## src/shared/e1am_pkg.sv

```systemverilog
// Package for the E1 receive alarm monitor: register map, field layout,
// detection thresholds and the carrier structs shared by the design files.
// Assumes a single receive clock at the rate given by e1am_clk_hz.
package e1am_pkg;

  //////////////////////////////////////////////////////////////////////////
  // Register map. The low byte is the register, the upper nibble the link.
  localparam logic [7:0] E1AM_OFS_ALARM_STATE = 8'hB9;
  localparam logic [7:0] E1AM_OFS_IRQ_ENABLE = 8'hBA;
  localparam logic [7:0] E1AM_OFS_CHANGE_FLAGS = 8'hBB;
  localparam int E1AM_ADDR_W = 12;
  localparam int E1AM_LINK_LSB = 8;
  localparam int E1AM_NUM_LINKS = 4;
  localparam logic [7:0] E1AM_RESET_BYTE = 8'h00;
  // Only bits 5..0 exist; bits 7 and 6 are reserved and read as zero.
  localparam logic [7:0] E1AM_LIVE_MASK = 8'h3F;

  //////////////////////////////////////////////////////////////////////////
  // Detection thresholds.
  localparam logic [4:0] E1AM_TS16_RUN = 5'h10;
  localparam logic [3:0] E1AM_TS16_PERIOD_LAST = 4'hF;
  localparam logic [4:0] E1AM_TS16_AIS_ZEROS = 5'h04;
  localparam logic [4:0] E1AM_TS16_AIS_PERIODS = 5'h02;
  localparam logic [4:0] E1AM_Y_ONES = 5'h03;
  localparam logic [4:0] E1AM_A_ONES = 5'h04;
  localparam logic [8:0] E1AM_WIN_LAST = 9'h1FF;
  localparam logic [4:0] E1AM_WIN_ZEROS = 5'h03;

  //////////////////////////////////////////////////////////////////////////
  // Frame-loss persistence time.
  localparam longint E1AM_CLK_HZ = 200_000_000;
  localparam longint E1AM_PERSIST_MS = 100;
  localparam longint E1AM_MS_PER_S = 1000;
  localparam longint E1AM_PERSIST_CYCLES =
    E1AM_CLK_HZ / E1AM_MS_PER_S * E1AM_PERSIST_MS;
  localparam int E1AM_PERSIST_W = 25;

  //////////////////////////////////////////////////////////////////////////
  // Carriers.
  // Alarm byte: same layout in status, enable and change-flag registers.
  typedef struct packed {
    logic [1:0] reserved;
    logic slot16_loss;
    logic slot16_all_ones;
    logic remote_multiframe;
    logic all_ones;
    logic remote_alarm;
    logic frame_loss;
  } e1am_alarm_t;

  // Per-link indications from the framer, all on the receive clock.
  typedef struct packed {
    logic bit_valid;
    logic bit_data;
    logic frame_sync;
    logic cas_mf_sync;
    logic ts16_valid;
    logic [7:0] ts16_octet;
    logic a_valid;
    logic a_bit;
    logic y_valid;
    logic y_bit;
  } e1am_rx_t;

  // Per-link criterion selects.
  typedef struct packed {
    logic all_ones_criterion_sel;
    logic remote_criterion_sel;
  } e1am_crit_t;

endpackage : e1am_pkg

```

## src/rtl/e1am_persist.sv

```systemverilog
// Persistence timer that turns the basic frame sync level into the
// frame-loss alarm state. Assumes sync_i is on clk_i already.
`timescale 1ns/1ps
module e1am_persist #(
  parameter int CNT_W = 25,
  parameter logic [CNT_W-1:0] CYCLES = 25'd20000000
) (
  input wire logic clk_i,
  input wire logic rst_i,
  input wire logic ce_i,
  input wire logic sync_i,
  output logic alarm_o
);

  logic [CNT_W-1:0] cnt;
  logic [CNT_W-1:0] next_cnt;
  logic next_alarm;

  ////////////////////////////////////////////////////////////////////////////
  // The count runs only while the sync level equals the alarm level, so a
  // single glitch of sync restarts the whole interval.
  always_comb begin
    next_cnt = cnt;
    next_alarm = alarm_o;
    if (sync_i == alarm_o) begin
      if (cnt >= CYCLES - 1'b1) begin
        next_alarm = ~alarm_o;
        next_cnt = '0;
      end else begin
        next_cnt = cnt + 1'b1;
      end
    end else begin
      next_cnt = '0;
    end
  end

  always_ff @(posedge clk_i) begin
    if (rst_i) begin
      cnt <= '0;
      alarm_o <= 1'b0;
    end else if (ce_i) begin
      cnt <= next_cnt;
      alarm_o <= next_alarm;
    end
  end

endmodule : e1am_persist

```

## src/rtl/e1am_top.sv

```systemverilog
// E1 receive alarm monitor for several links: alarm detection, sticky
// change flags, interrupt enables and the byte-wide register port.
// Assumes all framer indications are produced on clk_i.
`timescale 1ns/1ps
// Function
// - TS16 loss: 16 zero octets set, 16 nonzero clear
// - TS16 all-ones: two low-zero periods set
// - Remote multiframe: three Y ones set, zero clears
// - All-ones, criterion 0: one window, out of sync
// - All-ones, criterion 1: two consecutive windows
// - Remote alarm, criterion 0: four A ones
// - Remote alarm, criterion 1: single A bit
// - Frame-loss alarm after 100ms persistence
// - Change flag sets on any state toggle
// - Writing one clears a change flag
// - Enabled set flags drive the interrupt
// - Shared bit layout, bits 7..6 reserved
// - One register set per link, link nibble
// - Remote and frame-loss flags behave alike
module e1am_top
  import e1am_pkg::*;
#(
  parameter int NUM_LINKS = E1AM_NUM_LINKS,
  parameter logic [E1AM_PERSIST_W-1:0] PERSIST_CYCLES =
    E1AM_PERSIST_W'(E1AM_PERSIST_CYCLES)
) (
  input wire logic clk_i,
  input wire logic rst_i,
  input wire logic ce_i,
  input wire e1am_rx_t [NUM_LINKS-1:0] rx_i,
  input wire e1am_crit_t [NUM_LINKS-1:0] crit_i,
  input wire logic [E1AM_ADDR_W-1:0] addr_i,
  input wire logic wr_i,
  input wire logic rd_i,
  input wire logic [7:0] wdata_i,
  output logic [7:0] rdata_o,
  output logic irq_n_o
);

  ////////////////////////////////////////////////////////////////////////////
  // Helpers.
  function automatic logic [4:0] e1am_sat_inc(input logic [4:0] v,
                                               input logic [4:0] lim);
    return (v >= lim) ? lim : v + 5'h01;
  endfunction : e1am_sat_inc

  function automatic logic [4:0] e1am_zeros8(input logic [7:0] v);
    logic [4:0] n;
    n = 5'h00;
    for (int i = 0; i < 8; i++) begin
      n = n + {4'h0, ~v[i]};
    end
    return n;
  endfunction : e1am_zeros8

  // Per-link detector state.
  typedef struct packed {
    logic [4:0] ts16_zero_run;
    logic [4:0] ts16_live_run;
    logic [3:0] ts16_frame;
    logic [4:0] ts16_zeros;
    logic [4:0] ts16_low_periods;
    logic slot16_loss;
    logic slot16_all_ones;
    logic [4:0] y_ones;
    logic remote_multiframe;
    logic [8:0] win_bit;
    logic [4:0] win_zeros;
    logic win_prev_valid;
    logic win_prev_low;
    logic all_ones;
    logic [4:0] a_ones;
    logic remote_alarm;
  } e1am_det_t;

  e1am_det_t [NUM_LINKS-1:0] det;
  e1am_det_t [NUM_LINKS-1:0] next_det;
  logic [NUM_LINKS-1:0] frame_loss;

  ////////////////////////////////////////////////////////////////////////////
  // Frame-loss persistence, one timer per link.
  for (genvar g = 0; g < NUM_LINKS; g++) begin : g_persist
    e1am_persist #(
      .CNT_W(E1AM_PERSIST_W),
      .CYCLES(PERSIST_CYCLES)
    ) u_persist (
      .clk_i(clk_i),
      .rst_i(rst_i),
      .ce_i(ce_i),
      .sync_i(rx_i[g].frame_sync),
      .alarm_o(frame_loss[g])
    );
  end

  ////////////////////////////////////////////////////////////////////////////
  // Alarm detection.
  always_comb begin
    logic [4:0] z;
    logic [4:0] wz;
    logic low;
    z = 5'h00;
    wz = 5'h00;
    low = 1'b0;
    next_det = det;
    for (int l = 0; l < NUM_LINKS; l++) begin
      // TS16 checks only make sense inside basic frame alignment.
      if (!rx_i[l].frame_sync) begin
        next_det[l].ts16_zero_run = 5'h00;
        next_det[l].ts16_live_run = 5'h00;
        next_det[l].ts16_frame = 4'h0;
        next_det[l].ts16_zeros = 5'h00;
        next_det[l].ts16_low_periods = 5'h00;
      end else if (rx_i[l].ts16_valid) begin
        if (rx_i[l].ts16_octet == 8'h00) begin
          next_det[l].ts16_zero_run =
            e1am_sat_inc(det[l].ts16_zero_run, E1AM_TS16_RUN);
          next_det[l].ts16_live_run = 5'h00;
          if (next_det[l].ts16_zero_run == E1AM_TS16_RUN) begin
            next_det[l].slot16_loss = 1'b1;
          end
        end else begin
          next_det[l].ts16_live_run =
            e1am_sat_inc(det[l].ts16_live_run, E1AM_TS16_RUN);
          next_det[l].ts16_zero_run = 5'h00;
          if (next_det[l].ts16_live_run == E1AM_TS16_RUN) begin
            next_det[l].slot16_loss = 1'b0;
          end
        end
        // Zero count saturates at the threshold; only below/at matters.
        z = det[l].ts16_zeros + e1am_zeros8(rx_i[l].ts16_octet);
        if (z > E1AM_TS16_AIS_ZEROS) begin
          z = E1AM_TS16_AIS_ZEROS;
        end
        if (det[l].ts16_frame == E1AM_TS16_PERIOD_LAST) begin
          next_det[l].ts16_frame = 4'h0;
          next_det[l].ts16_zeros = 5'h00;
          if (z < E1AM_TS16_AIS_ZEROS) begin
            next_det[l].ts16_low_periods =
              e1am_sat_inc(det[l].ts16_low_periods, E1AM_TS16_AIS_PERIODS);
            if (next_det[l].ts16_low_periods == E1AM_TS16_AIS_PERIODS) begin
              next_det[l].slot16_all_ones = 1'b1;
            end
          end else begin
            next_det[l].ts16_low_periods = 5'h00;
            next_det[l].slot16_all_ones = 1'b0;
          end
        end else begin
          next_det[l].ts16_frame = det[l].ts16_frame + 4'h1;
          next_det[l].ts16_zeros = z;
        end
      end

      // Remote multiframe alarm from the Y bit.
      if (!rx_i[l].cas_mf_sync) begin
        next_det[l].y_ones = 5'h00;
      end else if (rx_i[l].y_valid) begin
        if (rx_i[l].y_bit) begin
          next_det[l].y_ones = e1am_sat_inc(det[l].y_ones, E1AM_Y_ONES);
          if (next_det[l].y_ones == E1AM_Y_ONES) begin
            next_det[l].remote_multiframe = 1'b1;
          end
        end else begin
          next_det[l].y_ones = 5'h00;
          next_det[l].remote_multiframe = 1'b0;
        end
      end

      // All-ones detection over fixed 512-bit windows of the raw stream.
      if (rx_i[l].bit_valid) begin
        wz = det[l].win_zeros + {4'h0, ~rx_i[l].bit_data};
        if (wz > E1AM_WIN_ZEROS) begin
          wz = E1AM_WIN_ZEROS;
        end
        if (det[l].win_bit == E1AM_WIN_LAST) begin
          low = (wz < E1AM_WIN_ZEROS);
          next_det[l].win_bit = 9'h000;
          next_det[l].win_zeros = 5'h00;
          next_det[l].win_prev_valid = 1'b1;
          next_det[l].win_prev_low = low;
          if (!crit_i[l].all_ones_criterion_sel) begin
            if (low && !rx_i[l].frame_sync) begin
              next_det[l].all_ones = 1'b1;
            end else if (!low) begin
              next_det[l].all_ones = 1'b0;
            end
          end else if (det[l].win_prev_valid &&
                       det[l].win_prev_low == low) begin
            next_det[l].all_ones = low;
          end
        end else begin
          next_det[l].win_bit = det[l].win_bit + 9'h001;
          next_det[l].win_zeros = wz;
        end
      end

      // Remote alarm from the A bit, counted inside basic frame sync.
      if (!rx_i[l].frame_sync) begin
        next_det[l].a_ones = 5'h00;
      end else if (rx_i[l].a_valid) begin
        if (rx_i[l].a_bit) begin
          next_det[l].a_ones = e1am_sat_inc(det[l].a_ones, E1AM_A_ONES);
          if (crit_i[l].remote_criterion_sel) begin
            next_det[l].remote_alarm = 1'b1;
          end else if (next_det[l].a_ones == E1AM_A_ONES) begin
            next_det[l].remote_alarm = 1'b1;
          end
        end else begin
          next_det[l].a_ones = 5'h00;
          next_det[l].remote_alarm = 1'b0;
        end
      end
    end
  end

  always_ff @(posedge clk_i) begin
    if (rst_i) begin
      det <= '0;
    end else if (ce_i) begin
      det <= next_det;
    end
  end

  ////////////////////////////////////////////////////////////////////////////
  // Register file, change flags and interrupt.
  e1am_alarm_t [NUM_LINKS-1:0] state;
  e1am_alarm_t [NUM_LINKS-1:0] prev_state;
  e1am_alarm_t [NUM_LINKS-1:0] irq_en;
  e1am_alarm_t [NUM_LINKS-1:0] flags;
  e1am_alarm_t [NUM_LINKS-1:0] next_irq_en;
  e1am_alarm_t [NUM_LINKS-1:0] next_flags;
  logic [7:0] next_rdata;
  logic next_irq_n;
  logic [3:0] sel_link;
  logic link_ok;

  assign sel_link = addr_i[E1AM_ADDR_W-1:E1AM_LINK_LSB];
  assign link_ok = (32'(sel_link) < NUM_LINKS);

  always_comb begin
    for (int l = 0; l < NUM_LINKS; l++) begin
      state[l] = e1am_alarm_t'(E1AM_RESET_BYTE);
      state[l].slot16_loss = det[l].slot16_loss;
      state[l].slot16_all_ones = det[l].slot16_all_ones;
      state[l].remote_multiframe = det[l].remote_multiframe;
      state[l].all_ones = det[l].all_ones;
      state[l].remote_alarm = det[l].remote_alarm;
      state[l].frame_loss = frame_loss[l];
    end
  end

  always_comb begin
    logic hit;
    hit = 1'b0;
    next_irq_en = irq_en;
    next_flags = flags;
    next_rdata = rdata_o;
    next_irq_n = 1'b1;
    for (int l = 0; l < NUM_LINKS; l++) begin
      hit = link_ok && (sel_link == 4'(l));
      // The clear is applied first so that a toggle in the same cycle wins.
      if (hit && wr_i && addr_i[7:0] == E1AM_OFS_CHANGE_FLAGS) begin
        next_flags[l] = flags[l] & ~wdata_i;
      end
      next_flags[l] = (next_flags[l] | (state[l] ^ prev_state[l])) &
                      E1AM_LIVE_MASK;
      if (hit && wr_i && addr_i[7:0] == E1AM_OFS_IRQ_ENABLE) begin
        next_irq_en[l] = wdata_i & E1AM_LIVE_MASK;
      end
      if ((next_flags[l] & next_irq_en[l]) != E1AM_RESET_BYTE) begin
        next_irq_n = 1'b0;
      end
    end
    if (rd_i) begin
      next_rdata = E1AM_RESET_BYTE;
      for (int l = 0; l < NUM_LINKS; l++) begin
        if (link_ok && sel_link == 4'(l)) begin
          case (addr_i[7:0])
            E1AM_OFS_ALARM_STATE: next_rdata = state[l];
            E1AM_OFS_IRQ_ENABLE: next_rdata = irq_en[l];
            E1AM_OFS_CHANGE_FLAGS: next_rdata = flags[l];
            default: next_rdata = E1AM_RESET_BYTE;
          endcase
        end
      end
    end
  end

  always_ff @(posedge clk_i) begin
    if (rst_i) begin
      prev_state <= '0;
      irq_en <= '0;
      flags <= '0;
      rdata_o <= E1AM_RESET_BYTE;
      irq_n_o <= 1'b1;
    end else if (ce_i) begin
      prev_state <= state;
      irq_en <= next_irq_en;
      flags <= next_flags;
      rdata_o <= next_rdata;
      irq_n_o <= next_irq_n;
    end
  end

endmodule : e1am_top

```

## config.mk

```make
export PLATFORM = sky130hd
export DESIGN_NAME = e1am_top
export DESIGN_NICKNAME = d
export VERILOG_FILES = /design/src/shared/e1am_pkg.sv /design/src/rtl/e1am_persist.sv /design/src/rtl/e1am_top.sv
export SDC_FILE = /design/constraint.sdc
export NUM_CORES = 1
export LEC_CHECK = 0
export BUFFER_PORTS_ARGS = -buffer_cell sky130_fd_sc_hd__buf_2
export CORE_UTILIZATION = 45
export CTS_BUF_LIST = sky130_fd_sc_hd__clkbuf_2
export DETAILED_ROUTE_END_ITERATION = 6
export PLACE_DENSITY = 0.71
export REMOVE_ABC_BUFFERS = 1
export SETUP_SLACK_MARGIN = 0.1
export SLEW_MARGIN = 20
export SYNTH_ARGS = -nofsm -noshare
export SYNTH_HDL_FRONTEND = slang
export SYNTH_SLANG_ARGS = --single-unit
```

## constraint.sdc

```tcl
create_clock -name clk_i -period 4.17 [get_ports clk_i]
set_input_delay 0.834 -clock clk_i [delete_from_list [all_inputs] [get_ports clk_i]]
set_output_delay 0.834 -clock clk_i [all_outputs]
set_load 0.05 [all_outputs]
```

==> run_summary.xml, run 1 <==
<?xml version="1.0" encoding="UTF-8"?>
<metrics>
  <group name="global_routing">
    <metric name="grt_antenna_before_repair" unit="">10</metric>
    <metric name="grt_usage" unit="">0.228</metric>
    <metric name="grt_pass1_wl" unit="µm">90900</metric>
    <metric name="grt_overflow_total" unit="">0</metric>
    <metric name="grt_max_degree" unit="">140</metric>
    <metric name="number_of_global_route_vias_before_repair" unit="">19100</metric>
  </group>
  <group name="clocking">
    <metric name="cts_inserted_buffers" unit="">104</metric>
    <metric name="tritoncts_clock_tree" unit="">yes</metric>
    <metric name="h_tree_depth" unit="">3</metric>
    <metric name="path_clk_slew" unit="ps">110</metric>
    <metric name="clkSinkCount" unit="">403</metric>
    <metric name="clock_latency" unit="ps">1120</metric>
    <metric name="clockBufferDepth" unit="">3</metric>
    <metric name="ctsRootBufferMaster" unit="">sky130_fd_sc_hd__clkbuf_2</metric>
  </group>
  <group name="hold_path">
    <metric name="worstHoldEndpoint" unit="">det[191]</metric>
    <metric name="min_delay_path_depth" unit="">4</metric>
    <metric name="min-delay-path-class" unit="">in -&gt; reg</metric>
    <metric name="min-delay-start" unit="">rx_i[52]</metric>
  </group>
  <group name="synthesis">
    <metric name="mappedNetlistArea" unit="µm²">21300</metric>
    <metric name="synthTopCellsByArea" unit="">sky130_fd_sc_hd__dfxtp_1, sky130_fd_sc_hd__a21oi_1, sky130_fd_sc_hd__nand2_1</metric>
    <metric name="syn_inst" unit="">2679</metric>
    <metric name="synth-async-reset-ratio" unit="">0</metric>
    <metric name="synth_top_area_share" unit="">0.378</metric>
    <metric name="synthesis.area_per_instance" unit="µm²">7.96</metric>
    <metric name="synthesis.yosys.warnings" unit="">0</metric>
    <metric name="post_synth_num_cell_types" unit="">74</metric>
    <metric name="synth.ff_latch_count" unit="">403</metric>
    <metric name="number_of_enable_type_register_cells_in_the_synthesized_netlist" unit="">0</metric>
    <metric name="yosys_most_used_dff" unit="">sky130_fd_sc_hd__dfxtp_1</metric>
    <metric name="synth-seq-area-share" unit="">0.378</metric>
    <metric name="netlist.top_cell.by_area" unit="">sky130_fd_sc_hd__dfxtp_1</metric>
  </group>
  <group name="drt">
    <metric name="wirelength" unit="µm">55400</metric>
    <metric name="drt-wirelength-per-cell" unit="µm">15.7</metric>
    <metric name="drc" unit="">24</metric>
    <metric name="drt-vias-per-instance" unit="">5.75</metric>
    <metric name="detailroute.via_count" unit="">20300</metric>
    <metric name="first_iter_violations" unit="">1512</metric>
    <metric name="drt_pass1_iterations" unit="">7</metric>
    <metric name="route.antenna.remaining_nets" unit="">0</metric>
  </group>
  <group name="sta">
    <metric name="worst_pin_slew" unit="ps">902</metric>
    <metric name="finalHoldViolCount" unit="">0</metric>
    <metric name="final.min_clock_period" unit="ps">3940</metric>
    <metric name="maxSlewHeadroom" unit="">0.399</metric>
    <metric name="tns" unit="ps">0</metric>
    <metric name="final_critical_path_setup_slack" unit="ps">228</metric>
    <metric name="fin_crit_share" unit="">0.945</metric>
    <metric name="timing.clock.skew" unit="ps">67.5</metric>
    <metric name="setup_violations" unit="">0</metric>
    <metric name="fin_hold_ws" unit="ps">132</metric>
    <metric name="report.final.slew_viol_count" unit="">0</metric>
    <metric name="rsz0062_at_grt" unit="">true</metric>
    <metric name="fmax" unit="MHz">254</metric>
  </group>
  <group name="critical_path">
    <metric name="setup.worst_path.class" unit="">reg -&gt; reg</metric>
    <metric name="kind_of_capture_point_of_the_worst_setup_path" unit="">flip-flop</metric>
    <metric name="timing.rr.end" unit="">det[32]</metric>
    <metric name="worstPathArrival" unit="ps">4910</metric>
    <metric name="ff2ff_setup_slack" unit="ps">230</metric>
    <metric name="required" unit="ps">5140</metric>
    <metric name="timing.reg2reg.worst_path_depth" unit="">15</metric>
    <metric name="path_max_fanout" unit="">3</metric>
    <metric name="startpoint_type" unit="">flip-flop</metric>
    <metric name="rr_startpoint" unit="">det[36]</metric>
  </group>
  <group name="cells_and_area">
    <metric name="nets" unit="">3034</metric>
    <metric name="post_layout_nonfiller_instances" unit="">3524</metric>
    <metric name="fraction_of_layout_instances_using_a_drive_strength_above_1" unit="">0.120</metric>
    <metric name="layout-area-overhead-vs-synth" unit="%">11.1</metric>
  </group>
  <group name="floorplanning">
    <metric name="floorplan.initialDensity" unit="">0.457</metric>
    <metric name="floorplan.die_area" unit="µm²">48300</metric>
    <metric name="die_width" unit="µm">220</metric>
    <metric name="core_area" unit="µm²">46700</metric>
    <metric name="floorplan.die.height" unit="µm">220</metric>
    <metric name="floorplan.io_pins" unit="">110</metric>
    <metric name="number_of_placement_rows" unit="">79</metric>
  </group>
  <group name="power_and_ir_drop">
    <metric name="leakagePower" unit="µW">0.00938</metric>
    <metric name="power_per_cell_area" unit="nW/µm²">317</metric>
    <metric name="ir_worst_vdd" unit="mV">0.180</metric>
    <metric name="total_chip_power" unit="µW">7510</metric>
  </group>
  <group name="placed_design">
    <metric name="numPortBuffers" unit="">105</metric>
    <metric name="finalWeightedCongestion" unit="">0.897</metric>
    <metric name="dpl_worst_slack" unit="ps">-331</metric>
    <metric name="place_inst" unit="">3307</metric>
    <metric name="hpwl" unit="µm">38100</metric>
  </group>
  <group name="outcome">
    <metric name="violations" unit="">design-rule violations</metric>
    <metric name="outcome" unit="">complete, but fails checks</metric>
  </group>
  <group name="job">
    <metric name="max_cap_viol_count" unit="">0</metric>
  </group>
</metrics>
-- cell usage in the layout, fill, tap and decap left out, types with 52 or more instances in the layout --
cell / Yosys / routed
sky130_fd_sc_hd__dfxtp_1: 403 / 403
sky130_fd_sc_hd__a21oi_1: 225 / 225
sky130_fd_sc_hd__nor2_1: 273 / 272
sky130_fd_sc_hd__xor2_1: 52 / 52
sky130_fd_sc_hd__buf_2: 4 / 103
sky130_fd_sc_hd__nand2_1: 294 / 294
sky130_fd_sc_hd__ha_1: 84 / 84
sky130_fd_sc_hd__and3_1: 76 / 76
sky130_fd_sc_hd__mux2i_1: 58 / 58
sky130_fd_sc_hd__nor3_1: 67 / 65
sky130_fd_sc_hd__nand4_1: 62 / 62
sky130_fd_sc_hd__o21ai_0: 126 / 124
sky130_fd_sc_hd__clkbuf_2: 0 / 137
sky130_fd_sc_hd__inv_1: 159 / 157
sky130_fd_sc_hd__nand3_1: 153 / 153
-- worst max-delay path, stage by stage (launching register included) --
cell and delay [ps]:
sky130_fd_sc_hd__dfxtp_1 360, sky130_fd_sc_hd__inv_1 70, sky130_fd_sc_hd__fa_1 500, sky130_fd_sc_hd__inv_1 50, sky130_fd_sc_hd__fa_1 520, sky130_fd_sc_hd__fa_1 440, sky130_fd_sc_hd__fa_1 410, sky130_fd_sc_hd__inv_1 80
sky130_fd_sc_hd__fa_2 210, sky130_fd_sc_hd__inv_1 40, sky130_fd_sc_hd__o211a_1 200, sky130_fd_sc_hd__o211ai_1 220, sky130_fd_sc_hd__a21boi_0 150, sky130_fd_sc_hd__buf_4 160, sky130_fd_sc_hd__and2_1 180, sky130_fd_sc_hd__a22o_1 200
-- worst max path at each step --
| stage | from | to | slack [ps] |
|---|---|---|---|
| floorplan | rst_i | g_persist[3].u_persist.cnt[20] | -180 |
| global route | det[36] | det[32] | 3 |
| global placement | rx_i[21] | det[88] | -220 |
| CTS | det[146] | det[142] | 230 |
| detailed placement | rx_i[38] | det[142] | -330 |
| finish | det[36] | det[32] | 230 |
-- final cells by class --
| type | count | area [µm²] |
|---|---|---|
| inverter | 160 | 601 |
| clock buffer | 137 | 686 |
| timing repair buffer | 175 | 1160 |
| clock inverter | 47 | 220 |
| antenna | 10 | 25.0 |
| sequential | 403 | 8070 |
| multi-input combinational | 1985 | 12200 |
| tap | 607 | 759 |
| fill | 4439 | 23000 |
-- stage by stage --
step / util / cell area, µm²
after global placement: 0.483 / 22500
after CTS: 0.507 / 23700
after detailed placement: 0.483 / 22500
after floorplan: - / 20800
final: 0.508 / 23700
after global routing: 0.508 / 23700
-- kinds of logic (layout without fill, tap and decap cells) --
family                   after synthesis  after routing  synth area share
AND/OR/NAND/NOR                     1109           1109             0.256
AO/OA/AOI/OAI                        637            637             0.187
flip-flops                           403            403             0.378
buffers and inverters                292            519            0.0520
adder cells (fa/ha/maj)              104            104            0.0681
XOR/XNOR                              67             67            0.0275
multiplexers                          66             66            0.0314
other                                  1             12          0.000176
-- report_power, final --
part,internal (µW),leakage (µW),total [µW],switching (µW)
clock,971,0.000678,2640,1670
sequential,3880,0.00325,3920,33.1
combinational,370,0.00545,947,577
total,5220,0.00938,7510,2280
-- timing repair --
| action | 4_1_cts | 5_1_grt |
|---|---|---|
| hold endpoints to repair | 30 | 0 |
| resized for setup | 0 | 4 |
| endpoints found under the setup margin | 0 | 9 |
| buffers inserted | 0 | 1 |
| hold buffers | 22 | 0 |
-- synth_stat cells (all sizes together), types with 21 or more instances --
cell type / instances
clkbuf: 120
dfxtp: 403
nor2: 273
nor4: 34
xor2: 52
nand3: 153
and2: 30
ha: 84
mux2i: 58
or3: 25
inv: 160
a22oi: 51
nor3: 68
a22o: 21
and3: 76
nand4: 62
a31oi: 44
o21ai: 130
nand2: 294
a21oi: 225
-- metal layers --
layer	GRT usage	wire length (µm)	vias to the layer above
met2	0.368	25300	593
met4	0.0984	1700	2
li1	-	-	9951
met3	0.0496	3570	128
met1	0.293	24800	9579
met5	0	12	-
-- state kept, by name, indices dropped and copies added, names as in the netlist --
| signal | cells |
|---|---|
| g_persist.u_persist.cnt | 100 |
| rdata_o | 6 |
| irq_n_o | 1 |
| det | 220 |
| irq_en | 24 |
| prev_state | 24 |
| g_persist.u_persist.alarm_o | 4 |
| flags | 24 |
(Power assumes the default switching activity.)
==> run 2, diff against run 1 <==
--- a/config.mk
+++ b/config.mk
@@ -5,11 +5,11 @@
 export SDC_FILE = /design/constraint.sdc
 export NUM_CORES = 1
 export LEC_CHECK = 0
-export BUFFER_PORTS_ARGS = -buffer_cell sky130_fd_sc_hd__buf_2
 export CORE_UTILIZATION = 45
 export CTS_BUF_LIST = sky130_fd_sc_hd__clkbuf_2
 export DETAILED_ROUTE_END_ITERATION = 6
-export PLACE_DENSITY = 0.71
+export DONT_BUFFER_PORTS = 1
+export PLACE_DENSITY_LB_ADDON = 0.3
 export REMOVE_ABC_BUFFERS = 1
 export SETUP_SLACK_MARGIN = 0.1
 export SLEW_MARGIN = 20
==> constraint.sdc (replaced) <==
create_clock -name clk_i -period 3.2 [get_ports clk_i]
set_input_delay 0.64 -clock clk_i [delete_from_list [all_inputs] [get_ports clk_i]]
set_output_delay 0.64 -clock clk_i [all_outputs]
set_load 0.05 [all_outputs]
==> run_summary.xml, run 2 (synthesized netlist as in run 1, its figures left out) <==
<?xml version="1.0" encoding="UTF-8"?>
<metrics>
  <group name="sta">
    <metric name="setup_violations" unit="">28</metric>
    <metric name="maxSlewHeadroom" unit="">0.378</metric>
    <metric name="finalHoldViolCount" unit="">0</metric>
    <metric name="final.min_clock_period" unit="ps">3580</metric>
    <metric name="report.final.slew_viol_count" unit="">0</metric>
    <metric name="fmax" unit="MHz">279</metric>
    <metric name="rsz0062_at_grt" unit="">true</metric>
    <metric name="fin_crit_share" unit="">1.12</metric>
    <metric name="worst_pin_slew" unit="ps">933</metric>
    <metric name="final_critical_path_setup_slack" unit="ps">-379</metric>
    <metric name="timing.clock.skew" unit="ps">97.9</metric>
  </group>
  <group name="clocking">
    <metric name="ctsRootBufferMaster" unit="">sky130_fd_sc_hd__clkbuf_2</metric>
    <metric name="clock_latency" unit="ps">1130</metric>
    <metric name="clkSinkCount" unit="">403</metric>
    <metric name="cts_inserted_buffers" unit="">107</metric>
    <metric name="path_clk_slew" unit="ps">110</metric>
    <metric name="h_tree_depth" unit="">3</metric>
    <metric name="tritoncts_clock_tree" unit="">yes</metric>
    <metric name="clockBufferDepth" unit="">3</metric>
  </group>
  <group name="global_routing">
    <metric name="groute.layer.met1.usage" unit="">0.295</metric>
    <metric name="global_route.peak_usage_layer" unit="">met2</metric>
    <metric name="grt_antenna_before_repair" unit="">5</metric>
    <metric name="grt_max_degree" unit="">179</metric>
    <metric name="grt.met3_usage" unit="">0.0639</metric>
    <metric name="number_of_global_route_vias_before_repair" unit="">20100</metric>
    <metric name="use_met2" unit="">0.418</metric>
    <metric name="grt_pass1_wl" unit="µm">97400</metric>
    <metric name="grt_usage" unit="">0.248</metric>
    <metric name="grt_overflow_total" unit="">0</metric>
  </group>
  <group name="drt">
    <metric name="drt-vias-per-instance" unit="">5.73</metric>
    <metric name="first_iter_violations" unit="">1274</metric>
    <metric name="drc" unit="">24</metric>
    <metric name="drt_pass1_iterations" unit="">7</metric>
    <metric name="detailroute.via_count" unit="">20600</metric>
    <metric name="drt-wirelength-per-cell" unit="µm">16.6</metric>
    <metric name="wirelength" unit="µm">59800</metric>
    <metric name="route.antenna.remaining_nets" unit="">0</metric>
  </group>
  <group name="cells_and_area">
    <metric name="multiInputGateArea" unit="µm²">12300</metric>
    <metric name="layout_common_cells" unit="">sky130_fd_sc_hd__dfxtp_1, sky130_fd_sc_hd__nand2_1, sky130_fd_sc_hd__nor2_1, sky130_fd_sc_hd__a21oi_1, sky130_fd_sc_hd__dlygate4sd3_1</metric>
    <metric name="number_of_flip_flops_in_the_largest_register" unit="">220</metric>
    <metric name="ff_latch_area" unit="µm²">8070</metric>
    <metric name="largestRegisters" unit="">det x220, g_persist.u_persist.cnt x100</metric>
    <metric name="fill_cells" unit="">4367</metric>
    <metric name="layout_commonest_cell" unit="">sky130_fd_sc_hd__dfxtp_1</metric>
    <metric name="fraction_of_layout_instances_using_a_drive_strength_above_1" unit="">0.109</metric>
    <metric name="largest-register" unit="">det</metric>
    <metric name="layout-area-overhead-vs-synth" unit="%">17.7</metric>
    <metric name="nets" unit="">3110</metric>
    <metric name="design_area" unit="µm²">25100</metric>
  </group>
  <group name="critical_path">
    <metric name="required" unit="ps">4190</metric>
    <metric name="worst_path_largest_cell_delay" unit="ps">500</metric>
    <metric name="startpoint_type" unit="">flip-flop</metric>
    <metric name="path_max_fanout" unit="">3</metric>
    <metric name="cp_common_cell" unit="">sky130_fd_sc_hd__fa_1</metric>
    <metric name="setup.worst_path.class" unit="">reg -&gt; reg</metric>
    <metric name="kind_of_capture_point_of_the_worst_setup_path" unit="">flip-flop</metric>
    <metric name="worstPathArrival" unit="ps">4570</metric>
    <metric name="crit_path_top_delay_cell" unit="">sky130_fd_sc_hd__fa_1</metric>
    <metric name="crit_path_cell_trace" unit="">inv_2 &gt; fa_1 &gt; inv_1 &gt; fa_1 &gt; fa_1 &gt; fa_2 &gt; inv_2 &gt; fa_2 &gt; and4_1 &gt; o21ai_1 &gt; a21o_1 &gt; a21boi_4 &gt; buf_6 &gt; a2bb2oi_2 &gt; nor2_1</metric>
  </group>
  <group name="power_and_ir_drop">
    <metric name="ir_worst_vdd" unit="mV">0.318</metric>
    <metric name="power_per_cell_area" unit="nW/µm²">401</metric>
    <metric name="leakagePower" unit="µW">0.0100</metric>
  </group>
  <group name="outcome">
    <metric name="outcome" unit="">complete, but fails checks</metric>
    <metric name="violations" unit="">design-rule violations, negative setup slack</metric>
  </group>
  <group name="hold_path">
    <metric name="min-delay-path-class" unit="">in -&gt; reg</metric>
  </group>
  <group name="placed_design">
    <metric name="finalWeightedCongestion" unit="">0.955</metric>
    <metric name="dpl_worst_slack" unit="ps">-985</metric>
    <metric name="total_placed_instance_area" unit="µm²">22100</metric>
    <metric name="numPortBuffers" unit="">0</metric>
    <metric name="hpwl" unit="µm">37400</metric>
  </group>
  <group name="floorplanning">
    <metric name="core_area" unit="µm²">46700</metric>
    <metric name="floorplan.die_area" unit="µm²">48300</metric>
    <metric name="die_width" unit="µm">220</metric>
    <metric name="floorplan.initialDensity" unit="">0.457</metric>
    <metric name="floorplan.io_pins" unit="">110</metric>
    <metric name="floorplan.die.height" unit="µm">220</metric>
    <metric name="number_of_placement_rows" unit="">79</metric>
  </group>
  <group name="job">
    <metric name="max_cap_viol_count" unit="">0</metric>
  </group>
</metrics>
-- run 2: changes by cell type in the layout (fill, tap and decap cells not counted), moves of 6 or more --
cell | previous run | this run
sky130_fd_sc_hd__buf_2 | 103 | 0
sky130_fd_sc_hd__diode_2 | 10 | 3
sky130_fd_sc_hd__clkbuf_2 | 137 | 147
sky130_fd_sc_hd__buf_4 | 45 | 64
sky130_fd_sc_hd__fa_2 | 1 | 8
sky130_fd_sc_hd__inv_2 | 5 | 17
sky130_fd_sc_hd__inv_1 | 157 | 145
sky130_fd_sc_hd__a21oi_1 | 225 | 219
sky130_fd_sc_hd__fa_1 | 19 | 12
sky130_fd_sc_hd__dlygate4sd3_1 | 22 | 178
-- run 2: routing by layer --
metal / vias to the layer above / share of wire / wire length, µm
li1: 10100 / - / -
met1: 9769 / 0.42 / 25400
met2: 558 / 0.47 / 28100
met3: 158 / 0.070 / 4170
met4: 2 / 0.036 / 2160
met5: - / 0.00022 / 13
-- run 2: worst max-delay path: cells and delay by family (launching register included) --
| kind | cells | cell delay (ps) |
|---|---|---|
| buffers and inverters | 4 | 270 |
| AND/OR/NAND/NOR | 2 | 250 |
| AO/OA/AOI/OAI | 4 | 580 |
| flip-flops | 1 | 350 |
| adder cells (fa/ha/maj) | 5 | 1980 |
-- run 2: final timing paths --
check,startpoint,end,slack [ps],cells past startpoint
worst min register to register,det[81],det[81],440,2
worst max register to register,det[146],det[148],-380,15
worst min-delay path,wdata_i[4],irq_n_o,120,6
worst max-delay path,det[146],det[148],-380,15
-- run 2: per-stage QoR --
stage / setup TNS, ps / cells / power (µW) / util / hold WS (ps)
3_5_place_dp: -23810 / 3217 / 6200 / 0.473 / 434
6_report: -9100 / 3594 / 10100 / 0.538 / 123
2_1_floorplan: -33270 / 2548 / 5910 / - / 412
4_1_cts: -9010 / 3587 / 10100 / 0.535 / 4.78
5_1_grt: -13550 / 3593 / 10600 / 0.538 / 25.3
3_3_place_gp: -20460 / 3217 / 6150 / 0.473 / 421
-- run 2: what timing repair did --
| item | CTS | global route |
|---|---|---|
| pin swaps | 59 | 19 |
| hold buffers | 180 | 0 |
| endpoints found under the hold margin | 356 | 0 |
| setup endpoints to repair | 28 | 39 |
| gates resized for setup | 45 | 21 |
| setup buffers | 2 | 4 |
-- run 2: layout make-up --
class | count | share of cell area
flip-flops and latches | 403 | 0.322
clock inverters | 41 | 0.00887
well taps | 607 | 0.0303
diodes | 3 | 0.000299
repair buffers | 248 | 0.0944
inverters | 160 | 0.0239
clock buffers | 147 | 0.0293
multi-input cells | 1985 | 0.491
-- run 2: where the power goes --
| group | total (µW) | leakage (µW) | internal, µW | switching (µW) |
|---|---|---|---|---|
| registers | 5120 | 0.00325 | 5060 | 65.1 |
| logic | 1350 | 0.00603 | 582 | 767 |
| clock network | 3600 | 0.000723 | 1420 | 2190 |
| total | 10100 | 0.0100 | 7060 | 3020 |
